File: src/rtl/rx_wakeup_pkg.sv
package rx_wakeup_pkg;
	// ----------------------------------------
	// register offsets
	// ----------------------------------------
	localparam logic [7:0] ADDR_MOD_CFG = 8'h00;
	localparam logic [7:0] ADDR_CHF_SEL = 8'h02;
	localparam logic [7:0] ADDR_LO_HIGH = 8'h09;
	localparam logic [7:0] ADDR_LO_MID = 8'h0A;
	localparam logic [7:0] ADDR_LO_LOW = 8'h0B;
	localparam logic [7:0] ADDR_RSSI = 8'h10;
	localparam logic [7:0] ADDR_FREQ_ERR = 8'h11;
	localparam logic [7:0] ADDR_INT_STAT = 8'h13;
	localparam logic [7:0] ADDR_STATE_CTRL = 8'h14;
	localparam logic [7:0] ADDR_STATE_STAT = 8'h15;
	localparam logic [7:0] ADDR_PREAM_CFG = 8'h16;
	localparam logic [7:0] ADDR_WAKE_DUR = 8'h17;
	localparam logic [7:0] ADDR_WAKE_RATIO = 8'h18;
	localparam logic [7:0] ADDR_PREAM_HIGH = 8'h19;
	localparam logic [7:0] ADDR_PREAM_LOW = 8'h1A;
	// ----------------------------------------
	// field positions and reset values
	// ----------------------------------------
	localparam int FSK_SEL_BIT = 7;
	localparam int IF_SEL_BIT = 4;
	localparam int OSC_EN_BIT = 0;
	localparam int WAKE_EN_BIT = 1;
	localparam int DIRECT_EN_BIT = 2;
	localparam int PREAM_FLAG_BIT = 0;
	localparam logic [7:0] CFG_RESET = 8'h00;
	localparam logic [7:0] PREAMBLE_LENGTH_RESET = 8'h04;
	// ----------------------------------------
	// timing: duration step is 0.12ms, range 4..174 steps
	// ----------------------------------------
	localparam int CLK_PERIOD_NS = 50;
	localparam int WAKE_STEP_NS = 120000;
	localparam int WAKE_STEP_CYCLES = WAKE_STEP_NS / CLK_PERIOD_NS;
	localparam logic [7:0] DUR_MIN_STEPS = 8'h04;
	localparam logic [7:0] DUR_MAX_STEPS = 8'hAE;
	// ----------------------------------------
	// types
	// ----------------------------------------
	typedef struct packed {
		logic wr;
		logic rd;
		logic [7:0] addr;
		logic [7:0] data;
	} reg_req_type;
	typedef enum logic [4:0] {
		ST_IDLE = 5'b00001,
		ST_POLL_DET = 5'b00010,
		ST_POLL_WAIT = 5'b00100,
		ST_POLL_HIT = 5'b01000,
		ST_DIRECT = 5'b10000
	} rx_state_type;
endpackage : rx_wakeup_pkg

File: src/rtl/preamble_matcher.sv
`timescale 1ns/1ps
`default_nettype none
module preamble_matcher (
	input wire logic core_clk,
	input wire logic sys_rst,
	input wire logic enable,
	input wire logic bitIn,
	input wire logic bitValid,
	input wire logic [15:0] preambleWord,
	input wire logic [2:0] preambleLength,
	output logic match
);
	typedef struct packed {
		logic [15:0] shift;
		logic [4:0] seen;
		logic match;
	} match_state_type;

	match_state_type r;
	match_state_type rNxt;
	logic [15:0] mask;
	logic [4:0] need;

	// ----------------------------------------
	// nibble mask; zero or above three means whole word
	// ----------------------------------------
	always_comb
	begin
		case (preambleLength)
			3'h1: mask = 16'h000F;
			3'h2: mask = 16'h00FF;
			3'h3: mask = 16'h0FFF;
			default: mask = 16'hFFFF;
		endcase
		case (preambleLength)
			3'h1: need = 5'h04;
			3'h2: need = 5'h08;
			3'h3: need = 5'h0C;
			default: need = 5'h10;
		endcase
	end

	always_comb
	begin
		rNxt = r;
		rNxt.match = 1'b0;
		if (!enable)
		begin
			rNxt.seen = 5'h00;
		end
		else if (bitValid)
		begin
			// one strobe per decoded bit, so rate counts unencoded bits
			rNxt.shift = {r.shift[14:0], bitIn};
			if (r.seen != 5'h10)
			begin
				rNxt.seen = r.seen + 5'h01;
			end
			// newest bits sit low, compared against the low nibbles
			if ((rNxt.seen >= need) &&
				((rNxt.shift & mask) == (preambleWord & mask)))
			begin
				rNxt.match = 1'b1;
			end
		end
	end

	always_ff @(posedge core_clk or posedge sys_rst)
	begin
		if (sys_rst)
		begin
			r <= '0;
		end
		else
		begin
			r <= rNxt;
		end
	end

	assign match = r.match;
endmodule : preamble_matcher
`default_nettype wire

File: src/rtl/rx_config_polling_wakeup.sv
`timescale 1ns/1ps
`default_nettype none
module rx_config_polling_wakeup #(
	parameter int STEP_CYCLES = rx_wakeup_pkg::WAKE_STEP_CYCLES
) (
	input wire logic core_clk,
	input wire logic sys_rst,
	input wire rx_wakeup_pkg::reg_req_type regReq,
	output logic [7:0] regRdData,
	input wire logic rxBit,
	input wire logic rxBitValid,
	input wire logic [7:0] rssiLevel,
	input wire logic [7:0] freqError,
	output logic [23:0] loWord,
	output logic ifSelect400,
	output logic [9:0] channelFilterBandwidth,
	output logic fskMode,
	output logic [2:0] fskDeviation,
	output logic oscEnable,
	output logic dataOut
);
	typedef struct packed {
		logic [7:0] modCfg;
		logic [7:0] chfSel;
		logic [23:0] lo;
		logic [7:0] stateCtrl;
		logic [7:0] preamCfg;
		logic [7:0] wakeDur;
		logic [7:0] wakeRatio;
		logic [15:0] preamWord;
		logic preamFlag;
		rx_wakeup_pkg::rx_state_type state;
		logic [15:0] stepCnt;
		logic [7:0] periodStep;
		logic [7:0] waitRep;
		logic [7:0] rdData;
		logic [9:0] bandwidth;
		logic dataOut;
	} core_state_type;

	core_state_type r;
	core_state_type rNxt;
	logic hit;
	logic detecting;

	// ----------------------------------------
	// helpers
	// ----------------------------------------
	// base table is for 200kHz; 400kHz doubles every entry
	function automatic logic [9:0] filterKhz(input logic [2:0] code,
		input logic wideIf);
		logic [9:0] base;
		case (code)
			3'h0: base = 10'h0AA;
			3'h1: base = 10'h03C;
			3'h2: base = 10'h01A;
			3'h3: base = 10'h00C;
			default: base = 10'h006;
		endcase
		filterKhz = wideIf ? {base[8:0], 1'b0} : base;
	endfunction : filterKhz

	// codes past the top clamp at 20.88ms
	function automatic logic [7:0] durationSteps(input logic [7:0] code);
		if (code > (rx_wakeup_pkg::DUR_MAX_STEPS -
			rx_wakeup_pkg::DUR_MIN_STEPS))
		begin
			durationSteps = rx_wakeup_pkg::DUR_MAX_STEPS;
		end
		else
		begin
			durationSteps = code + rx_wakeup_pkg::DUR_MIN_STEPS;
		end
	endfunction : durationSteps

	assign detecting = (r.state == rx_wakeup_pkg::ST_POLL_DET);

	preamble_matcher matcher (
		.core_clk(core_clk),
		.sys_rst(sys_rst),
		.enable(detecting),
		.bitIn(rxBit),
		.bitValid(rxBitValid),
		.preambleWord(r.preamWord),
		.preambleLength(r.preamCfg[2:0]),
		.match(hit)
	);

	// ----------------------------------------
	// next state
	// ----------------------------------------
	always_comb
	begin
		logic periodEnd;
		logic oscOn;
		logic wakeOn;
		logic directOn;
		rNxt = r;
		periodEnd = 1'b0;
		oscOn = r.stateCtrl[rx_wakeup_pkg::OSC_EN_BIT];
		wakeOn = r.stateCtrl[rx_wakeup_pkg::WAKE_EN_BIT];
		directOn = r.stateCtrl[rx_wakeup_pkg::DIRECT_EN_BIT];
		// register writes; read-only addresses fall through untouched
		if (regReq.wr)
		begin
			if (regReq.addr == rx_wakeup_pkg::ADDR_MOD_CFG)
			begin
				rNxt.modCfg = regReq.data;
			end
			else if (regReq.addr == rx_wakeup_pkg::ADDR_CHF_SEL)
			begin
				rNxt.chfSel = regReq.data;
			end
			else if (regReq.addr == rx_wakeup_pkg::ADDR_LO_HIGH)
			begin
				rNxt.lo[23:16] = regReq.data;
			end
			else if (regReq.addr == rx_wakeup_pkg::ADDR_LO_MID)
			begin
				rNxt.lo[15:8] = regReq.data;
			end
			else if (regReq.addr == rx_wakeup_pkg::ADDR_LO_LOW)
			begin
				rNxt.lo[7:0] = regReq.data;
			end
			else if (regReq.addr == rx_wakeup_pkg::ADDR_STATE_CTRL)
			begin
				rNxt.stateCtrl = regReq.data;
			end
			else if (regReq.addr == rx_wakeup_pkg::ADDR_PREAM_CFG)
			begin
				rNxt.preamCfg = regReq.data;
			end
			else if (regReq.addr == rx_wakeup_pkg::ADDR_WAKE_DUR)
			begin
				rNxt.wakeDur = regReq.data;
			end
			else if (regReq.addr == rx_wakeup_pkg::ADDR_WAKE_RATIO)
			begin
				rNxt.wakeRatio = {1'b0, regReq.data[6:0]};
			end
			else if (regReq.addr == rx_wakeup_pkg::ADDR_PREAM_HIGH)
			begin
				rNxt.preamWord[15:8] = regReq.data;
			end
			else if (regReq.addr == rx_wakeup_pkg::ADDR_PREAM_LOW)
			begin
				rNxt.preamWord[7:0] = regReq.data;
			end
		end
		// register reads, answered from a flop one cycle later
		rNxt.rdData = 8'h00;
		if (regReq.rd)
		begin
			if (regReq.addr == rx_wakeup_pkg::ADDR_MOD_CFG)
				rNxt.rdData = r.modCfg;
			else if (regReq.addr == rx_wakeup_pkg::ADDR_CHF_SEL)
				rNxt.rdData = r.chfSel;
			else if (regReq.addr == rx_wakeup_pkg::ADDR_LO_HIGH)
				rNxt.rdData = r.lo[23:16];
			else if (regReq.addr == rx_wakeup_pkg::ADDR_LO_MID)
				rNxt.rdData = r.lo[15:8];
			else if (regReq.addr == rx_wakeup_pkg::ADDR_LO_LOW)
				rNxt.rdData = r.lo[7:0];
			else if (regReq.addr == rx_wakeup_pkg::ADDR_RSSI)
				rNxt.rdData = rssiLevel;
			else if (regReq.addr == rx_wakeup_pkg::ADDR_FREQ_ERR)
				rNxt.rdData = freqError;
			else if (regReq.addr == rx_wakeup_pkg::ADDR_INT_STAT)
			begin
				rNxt.rdData = {7'h00, r.preamFlag};
				rNxt.preamFlag = 1'b0;
			end
			else if (regReq.addr == rx_wakeup_pkg::ADDR_STATE_CTRL)
				rNxt.rdData = r.stateCtrl;
			else if (regReq.addr == rx_wakeup_pkg::ADDR_STATE_STAT)
				rNxt.rdData = {3'h0, r.state};
			else if (regReq.addr == rx_wakeup_pkg::ADDR_PREAM_CFG)
				rNxt.rdData = r.preamCfg;
			else if (regReq.addr == rx_wakeup_pkg::ADDR_WAKE_DUR)
				rNxt.rdData = r.wakeDur;
			else if (regReq.addr == rx_wakeup_pkg::ADDR_WAKE_RATIO)
				rNxt.rdData = r.wakeRatio;
			else if (regReq.addr == rx_wakeup_pkg::ADDR_PREAM_HIGH)
				rNxt.rdData = r.preamWord[15:8];
			else if (regReq.addr == rx_wakeup_pkg::ADDR_PREAM_LOW)
				rNxt.rdData = r.preamWord[7:0];
		end
		// detection wins over a same-cycle read clear
		if (hit && detecting)
		begin
			rNxt.preamFlag = 1'b1;
		end
		// ----------------------------------------
		// polling timer: detect period then (1+ratio) periods of standby
		// ----------------------------------------
		if (r.stepCnt == 16'(STEP_CYCLES - 1))
		begin
			rNxt.stepCnt = 16'h0000;
			if (r.periodStep == durationSteps(r.wakeDur) - 8'h01)
			begin
				rNxt.periodStep = 8'h00;
				periodEnd = 1'b1;
			end
			else
			begin
				rNxt.periodStep = r.periodStep + 8'h01;
			end
		end
		else
		begin
			rNxt.stepCnt = r.stepCnt + 16'h0001;
		end
		// ----------------------------------------
		// receive state machine; directed enable outranks polling
		// ----------------------------------------
		if (!oscOn || !(wakeOn || directOn))
		begin
			rNxt.state = rx_wakeup_pkg::ST_IDLE;
		end
		else if (directOn)
		begin
			rNxt.state = rx_wakeup_pkg::ST_DIRECT;
		end
		else
		begin
			case (r.state)
				rx_wakeup_pkg::ST_POLL_DET:
				begin
					if (hit)
						rNxt.state = rx_wakeup_pkg::ST_POLL_HIT;
					else if (periodEnd)
					begin
						rNxt.state = rx_wakeup_pkg::ST_POLL_WAIT;
						rNxt.waitRep = 8'h00;
					end
				end
				rx_wakeup_pkg::ST_POLL_WAIT:
				begin
					if (periodEnd)
					begin
						if (r.waitRep == r.wakeRatio)
							rNxt.state = rx_wakeup_pkg::ST_POLL_DET;
						else
							rNxt.waitRep = r.waitRep + 8'h01;
					end
				end
				rx_wakeup_pkg::ST_POLL_HIT:
					rNxt.state = rx_wakeup_pkg::ST_POLL_HIT;
				default:
					rNxt.state = rx_wakeup_pkg::ST_POLL_DET;
			endcase
		end
		// restart the period on every state change
		if (rNxt.state != r.state)
		begin
			rNxt.stepCnt = 16'h0000;
			rNxt.periodStep = 8'h00;
		end
		// ----------------------------------------
		// data line
		// ----------------------------------------
		case (rNxt.state)
			rx_wakeup_pkg::ST_DIRECT:
			begin
				if (r.state != rx_wakeup_pkg::ST_DIRECT)
					rNxt.dataOut = 1'b1;
				else if (rxBitValid)
					rNxt.dataOut = rxBit;
			end
			rx_wakeup_pkg::ST_POLL_HIT:
				rNxt.dataOut = 1'b0;
			default:
				rNxt.dataOut = 1'b1;
		endcase
		rNxt.bandwidth = filterKhz(r.chfSel[2:0],
			r.chfSel[rx_wakeup_pkg::IF_SEL_BIT]);
	end

	always_ff @(posedge core_clk or posedge sys_rst)
	begin
		if (sys_rst)
		begin
			r.modCfg <= rx_wakeup_pkg::CFG_RESET;
			r.chfSel <= rx_wakeup_pkg::CFG_RESET;
			r.lo <= 24'h000000;
			r.stateCtrl <= rx_wakeup_pkg::CFG_RESET;
			r.preamCfg <= rx_wakeup_pkg::PREAMBLE_LENGTH_RESET;
			r.wakeDur <= rx_wakeup_pkg::CFG_RESET;
			r.wakeRatio <= rx_wakeup_pkg::CFG_RESET;
			r.preamWord <= 16'h0000;
			r.preamFlag <= 1'b0;
			r.state <= rx_wakeup_pkg::ST_IDLE;
			r.stepCnt <= 16'h0000;
			r.periodStep <= 8'h00;
			r.waitRep <= 8'h00;
			r.rdData <= 8'h00;
			r.bandwidth <= 10'h0AA;
			r.dataOut <= 1'b1;
		end
		else
		begin
			r <= rNxt;
		end
	end

	// ----------------------------------------
	// outputs
	// ----------------------------------------
	assign regRdData = r.rdData;
	assign loWord = r.lo;
	assign ifSelect400 = r.chfSel[rx_wakeup_pkg::IF_SEL_BIT];
	assign channelFilterBandwidth = r.bandwidth;
	assign fskMode = r.modCfg[rx_wakeup_pkg::FSK_SEL_BIT];
	// deviation reads as zero outside FSK so ASK paths never see it
	assign fskDeviation = fskMode ? r.modCfg[2:0] : 3'h0;
	assign oscEnable = r.stateCtrl[rx_wakeup_pkg::OSC_EN_BIT];
	assign dataOut = r.dataOut;
endmodule : rx_config_polling_wakeup
`default_nettype wire

File: config.mk
export PLATFORM = sky130hd
export DESIGN_NAME = rx_config_polling_wakeup
export DESIGN_NICKNAME = d
export VERILOG_FILES = /design/src/rtl/rx_wakeup_pkg.sv /design/src/rtl/preamble_matcher.sv /design/src/rtl/rx_config_polling_wakeup.sv
export SDC_FILE = /design/constraint.sdc
export NUM_CORES = 1
export LEC_CHECK = 0
export ABC_AREA = 1
export CORE_AREA = 2 2 177 179
export CTS_BUF_LIST = sky130_fd_sc_hd__clkbuf_4
export CTS_CLUSTER_DIAMETER = 200
export DETAILED_ROUTE_END_ITERATION = 8
export DIE_AREA = 0 0 179 181
export DONT_BUFFER_PORTS = 1
export GPL_TIMING_DRIVEN = 0
export PLACE_DENSITY = 0.44
export SYNTH_ARGS = -nofsm -noshare
export SYNTH_HDL_FRONTEND = slang
export SYNTH_SLANG_ARGS = --single-unit
File: constraint.sdc
create_clock -name core_clk -period 5.1 [get_ports core_clk]
set_input_delay 1.02 -clock core_clk [delete_from_list [all_inputs] [get_ports core_clk]]
set_output_delay 1.02 -clock core_clk [all_outputs]
set_load 0.02 [all_outputs]
== Word level (Yosys, flattened, before mapping) ==
Index checks and enable logic that the tools add are counted.
Word-level totals
  bits in registers: 165
Cells by class
  order comparisons: 2
  add/sub/neg operators: 6
  reductions and logical operators: 26
  bitwise gates (word level): 14
  multiplexer cells: 61
  eq/ne operators: 45
Operator list (count)
  $mux 8: 24
  $eq 8x5->1 const B: 10
  $mux 5: 10
  $pmux 16 s3: 1
  $and 16x16->16: 2
  $pmux 8 s4: 1
  $pmux 5 s3: 2
  $eq 8x4->1 const B: 3
  $mux 24: 1
  $reduce_and 9->1: 2
  $add 16x1->16 const B: 1
  $add 8x1->8 const B: 2
  $eq 16x12->1 const B: 1
  $eq 16x16->1: 1
  $mux 1: 16
  $mux 16: 1
  $ne 2x1->1 const B: 8
  $pmux 8 s2: 1
  $reduce_and 7->1: 2
  $eq 3x2->1 const B: 4
  $not 1->1: 12
  $reduce_and 12->1: 1
  $reduce_and 11->1: 1
  $eq 5x4->1 const B: 2
  other kinds (33): 45

== Longest topological paths before layout ==
  word-level depth: 17
  depth in mapped cells: 27
  mapped depth without buffers: 25

== Hierarchy ==
From an unflattened synthesis, not the netlist that was laid out.
Second synthesis, totals
  cell total of the unflattened synthesis: 1212
  area, all modules: 9271.4 um^2
By module, submodules not included
  rx_config_polling_wakeup: cells an instance 1010, area each 7952.6 um^2, instances 1, seq. area each 3562.2 um^2
  preamble_matcher: cells an instance 202, area each 1318.8 um^2, instances 1, seq. area each 525.5 um^2

== Worst setup path after synthesis ==
Ideal clock, no wire load.
  path type: reg2reg
  start: register r[83] (netlist name)
  end: register r[46] (netlist name)
  slack: 2216 ps
  arrival: 2764 ps
  stages on the path, launching flop included: 26
  required time: 4980 ps
  cells stage by stage: dfrtp_1 > buf_4 > inv_1 > ha_1 > nand2_2 > nor2_2 > nand3_2 > a21oi_1 > ha_1 > xor2_1 > nand3_1 > inv_1 > nand2_1 > inv_1 > nand2_2 > nor2_4 > nand3_1 > a21oi_1 > nand2_1 > nand2_1 > nand2_1 > nand2_2 > inv_2 > nand3_4 > buf_6 > nor2_2
RTL lines
  start: declaration: line rx_config_polling_wakeup.sv:41  | core_state_type r;
  start signal: assignment: line rx_config_polling_wakeup.sv:303  | r <= rNxt;

==> impl_metrics.ini <==
[clock_network]
clkSinkCount = 163
cts_setup_buffers = 0
cts_tree = yes
numCtsBuffers = 17
clk_latency_ns = 0.59
htree_levels = 4
clockBufferDepth = 2
clk_pin_slew_ns = 0.17
cts-hold-fix-buffers = 0
post_cts.resized_instances = 0
root_buffer = clkbuf_4

[routing]
drt_iter0_drc = 521
ant_nets = 0
viasPerCell = 4.77
dr_total_vias = 7537
wl_per_cell_um = 16.3
drtPass1Iterations = 6
drc = 0
wirelength_mm = 25.8

[floorplanning]
die_y_um = 181
core_mm2 = 0.0303
die_area_mm2 = 0.0324
die_w_um = 179
ios = 87
start_util_pct = 29.7
num_rows = 64

[global_routing]
overflow = 0
grt_max_degree = 42
grt_pass1_vias = 7343
antenna_found_initial = 2
grt_pass1_wl_mm = 41.6
grt_use_total_pct = 16.7

[critical_path]
worstPathArrival_ns = 3.85
cp_max_fo = 10
end_kind = register
critPathLaunch = r[83]
critical_path_class = register to register
cp_data_required_time_ns = 5.56
reg2reg_from = r[83]
critPathLaunchType = register

[synth]
synth.avg_cell_area_um2 = 7.87
synth.ff_latch_count = 163
yosys_warnings = 0
synthCells = 1145
ys_seq_area_share_pct = 45.3
syn_area_mm2 = 0.00902
ys_types = 45

[power]
switchingPower_w = 0.000797
p_int_w = 0.00175
p_leak_nw = 4.75
irDropWorstVdd_uv = 101
pwr-share-clk_pct = 31.2
power_density_mw_per_mm2 = 257
comb_power_share_pct = 12.7
swShare_pct = 31.3
p_seq_share_pct = 56.1

[sta]
max_freq_mhz = 295
skew_ns = 0.0344
tightest_slew_ns = 1.33
relSlewSlack_pct = 10.4
drv_slew = 0
setup_ws_ns = 1.71
setup_viol = 0
tns_ns = 0
min_period_ns = 3.39
hold_violations = 0
fin_crit_sh_pct = 66.5
rsz0062_at_grt = false

[place]
dp_hpwl_mm = 19.3
place_ws_ns = 1.58
io_buffers = 0
place_congestion = 0.808
placed_area_mm2 = 0.00960

[cells_and_area]
final_cell_area_mm2 = 0.00988
nNetsFinal = 1218
fill_cells = 3263
areaGrowthSynthToFinish_pct = 9.59
drive_gt1_share_pct = 11.8

[worst_hold_path]
hold_class = primary input to async pin

[run_status]
status = complete, no violations

[job]
drv_cap = 0
synthesized netlist by cell type (all sizes together):
library cell | instances | area (um^2)
nand2 | 289 | 1110
dfrtp | 156 | 3900
inv | 142 | 533
o21ai | 136 | 681
nor2 | 98 | 445
nand3 | 61 | 343
buf | 47 | 362
a21oi | 44 | 220
xor2 | 31 | 279
nand4 | 23 | 156
clkbuf | 17 | 63.8
nor3 | 14 | 81.3
ha | 11 | 138
nor4 | 11 | 68.8
o221ai | 11 | 96.3
xnor2 | 11 | 96.3
o22ai | 8 | 50.1
dfstp | 7 | 184
o2111ai | 6 | 52.6
or2 | 5 | 31.3
a21boi | 2 | 15.0
a22o | 2 | 17.5
clkinv | 2 | 7.51
o211ai | 2 | 15.0
o41ai | 2 | 17.5
a21o | 1 | 7.51
and3 | 1 | 6.26
conb | 1 | 3.75
o21a | 1 | 7.51
o21bai | 1 | 7.51
o311ai | 1 | 8.76
o31ai | 1 | 7.51
layout make-up:
type / instances / area, um^2 / share of cell area (%)
inverter: 144 / 544 / 5.51
multi-input combinational: 775 / 3970 / 40.1
buffer: 64 / 425 / 4.31
clock inverter: 14 / 144 / 1.46
timing repair buffer: 4 / 80.1 / 0.810
clock buffer: 18 / 135 / 1.37
sequential: 163 / 4090 / 41.4
antenna: 1 / 2.50 / 0.0253
tap: 396 / 495 / 5.01
final timing paths:
kind,endpoint,slack [ns],depth (start not counted)
setup / recovery,r[47],1.71,25
hold / removal,loWord[4],0.33,1
setup reg to reg,r[47],1.71,25
hold reg to reg,r[35],0.46,1
max in group asynchronous,dataOut,3.84,3
min in group core_clk,r[35],0.46,1
sequential cells by signal, indices dropped and copies added, names as in the netlist:
name                    count
regRdData                   8
r                          98
dataOut                     1
ifSelect400                 1
fskMode                     1
channelFilterBandwidth      8
matcher.r                  20
oscEnable                   1
matcher.match               1
loWord                     24
placed cells by master (no fill, tap or decap), types with 5 or more instances in the layout:
master	Yosys	final
a21oi_1	44	44
buf_4	43	43
clkbuf_1	17	17
clkbuf_4	0	18
dfrtp_1	156	156
dfstp_2	7	7
ha_1	11	11
inv_1	136	135
inv_2	6	6
nand2_1	281	281
nand2_2	7	7
nand3_1	55	55
nand3_2	5	5
nand4_1	21	21
nor2_1	79	79
nor2_2	13	13
nor2_4	6	6
nor3_1	13	13
nor4_1	11	11
o2111ai_1	6	6
o21ai_0	132	132
o221ai_1	11	11
o22ai_1	8	8
or2_2	5	5
xnor2_1	11	11
xor2_1	30	30
logic make-up (layout without fill, tap and decap cells):
family	after synthesis	count (layout)	synth area share, %
buffers and inverters	208	244	10.7
DFF	163	163	45.3
AOI/OAI and AO/OA	218	218	13.4
other	1	3	0.0416
xor gates and xnor gates	42	42	4.16
adders and majority gates	11	11	1.53
and+or+nand+nor	502	502	24.9
per-stage QoR:
step | instances | utilization [%] | power (W) | hold WS (ns)
after detailed placement | 1546 | 31.6 | 0.00178 | 0.454
after CTS | 1578 | 32.5 | 0.00258 | 0.305
after floorplan | 1146 | - | 0.00169 | 0.430
after global placement | 1542 | 31.4 | 0.00177 | 0.451
final | 1579 | 32.6 | 0.00254 | 0.330
after global routing | 1579 | 32.6 | 0.00270 | 0.323
worst max-delay path, stage by stage (launching register included):
cell and delay (ns):
dfrtp_1 0.38, buf_4 0.18, inv_1 0.07, ha_1 0.20
nand2_2 0.07, nand2_1 0.07, nand3_2 0.08, nand2_2 0.07
a21oi_1 0.24, ha_1 0.26, nand4_2 0.14, o21ai_1 0.15
nand2_1 0.10, inv_1 0.07, nand2_2 0.06, nor2_4 0.11
nand3_1 0.14, a21oi_1 0.16, nand2_1 0.08, nand2_1 0.07
nand2_1 0.06, nand2_2 0.09, inv_2 0.06, nand3_4 0.09
buf_6 0.19, nor2_2 0.04
routing by layer:
layer | track usage, % | up-vias | wire length [um] | part of all wire, %
li1 | - | 3744 | - | -
met1 | 24.6 | 3615 | 12700 | 49
met2 | 24.8 | 140 | 11500 | 45
met3 | 3.01 | 38 | 946 | 3.7
met4 | 5.20 | 0 | 618 | 2.4
met5 | 0 | - | 0 | 0
power by group through the flow:
stage / logic, W / registers (W) / clock network [W]
after floorplan: 0.000256 / 0.00143 / 0
after global placement: 0.000317 / 0.00145 / 0
after detailed placement: 0.000329 / 0.00145 / 0
after CTS: 0.000329 / 0.00143 / 0.000826
after global routing: 0.000371 / 0.00144 / 0.000886
final: 0.000323 / 0.00143 / 0.000792
Note: power is estimated with default switching activity, not from simulation.
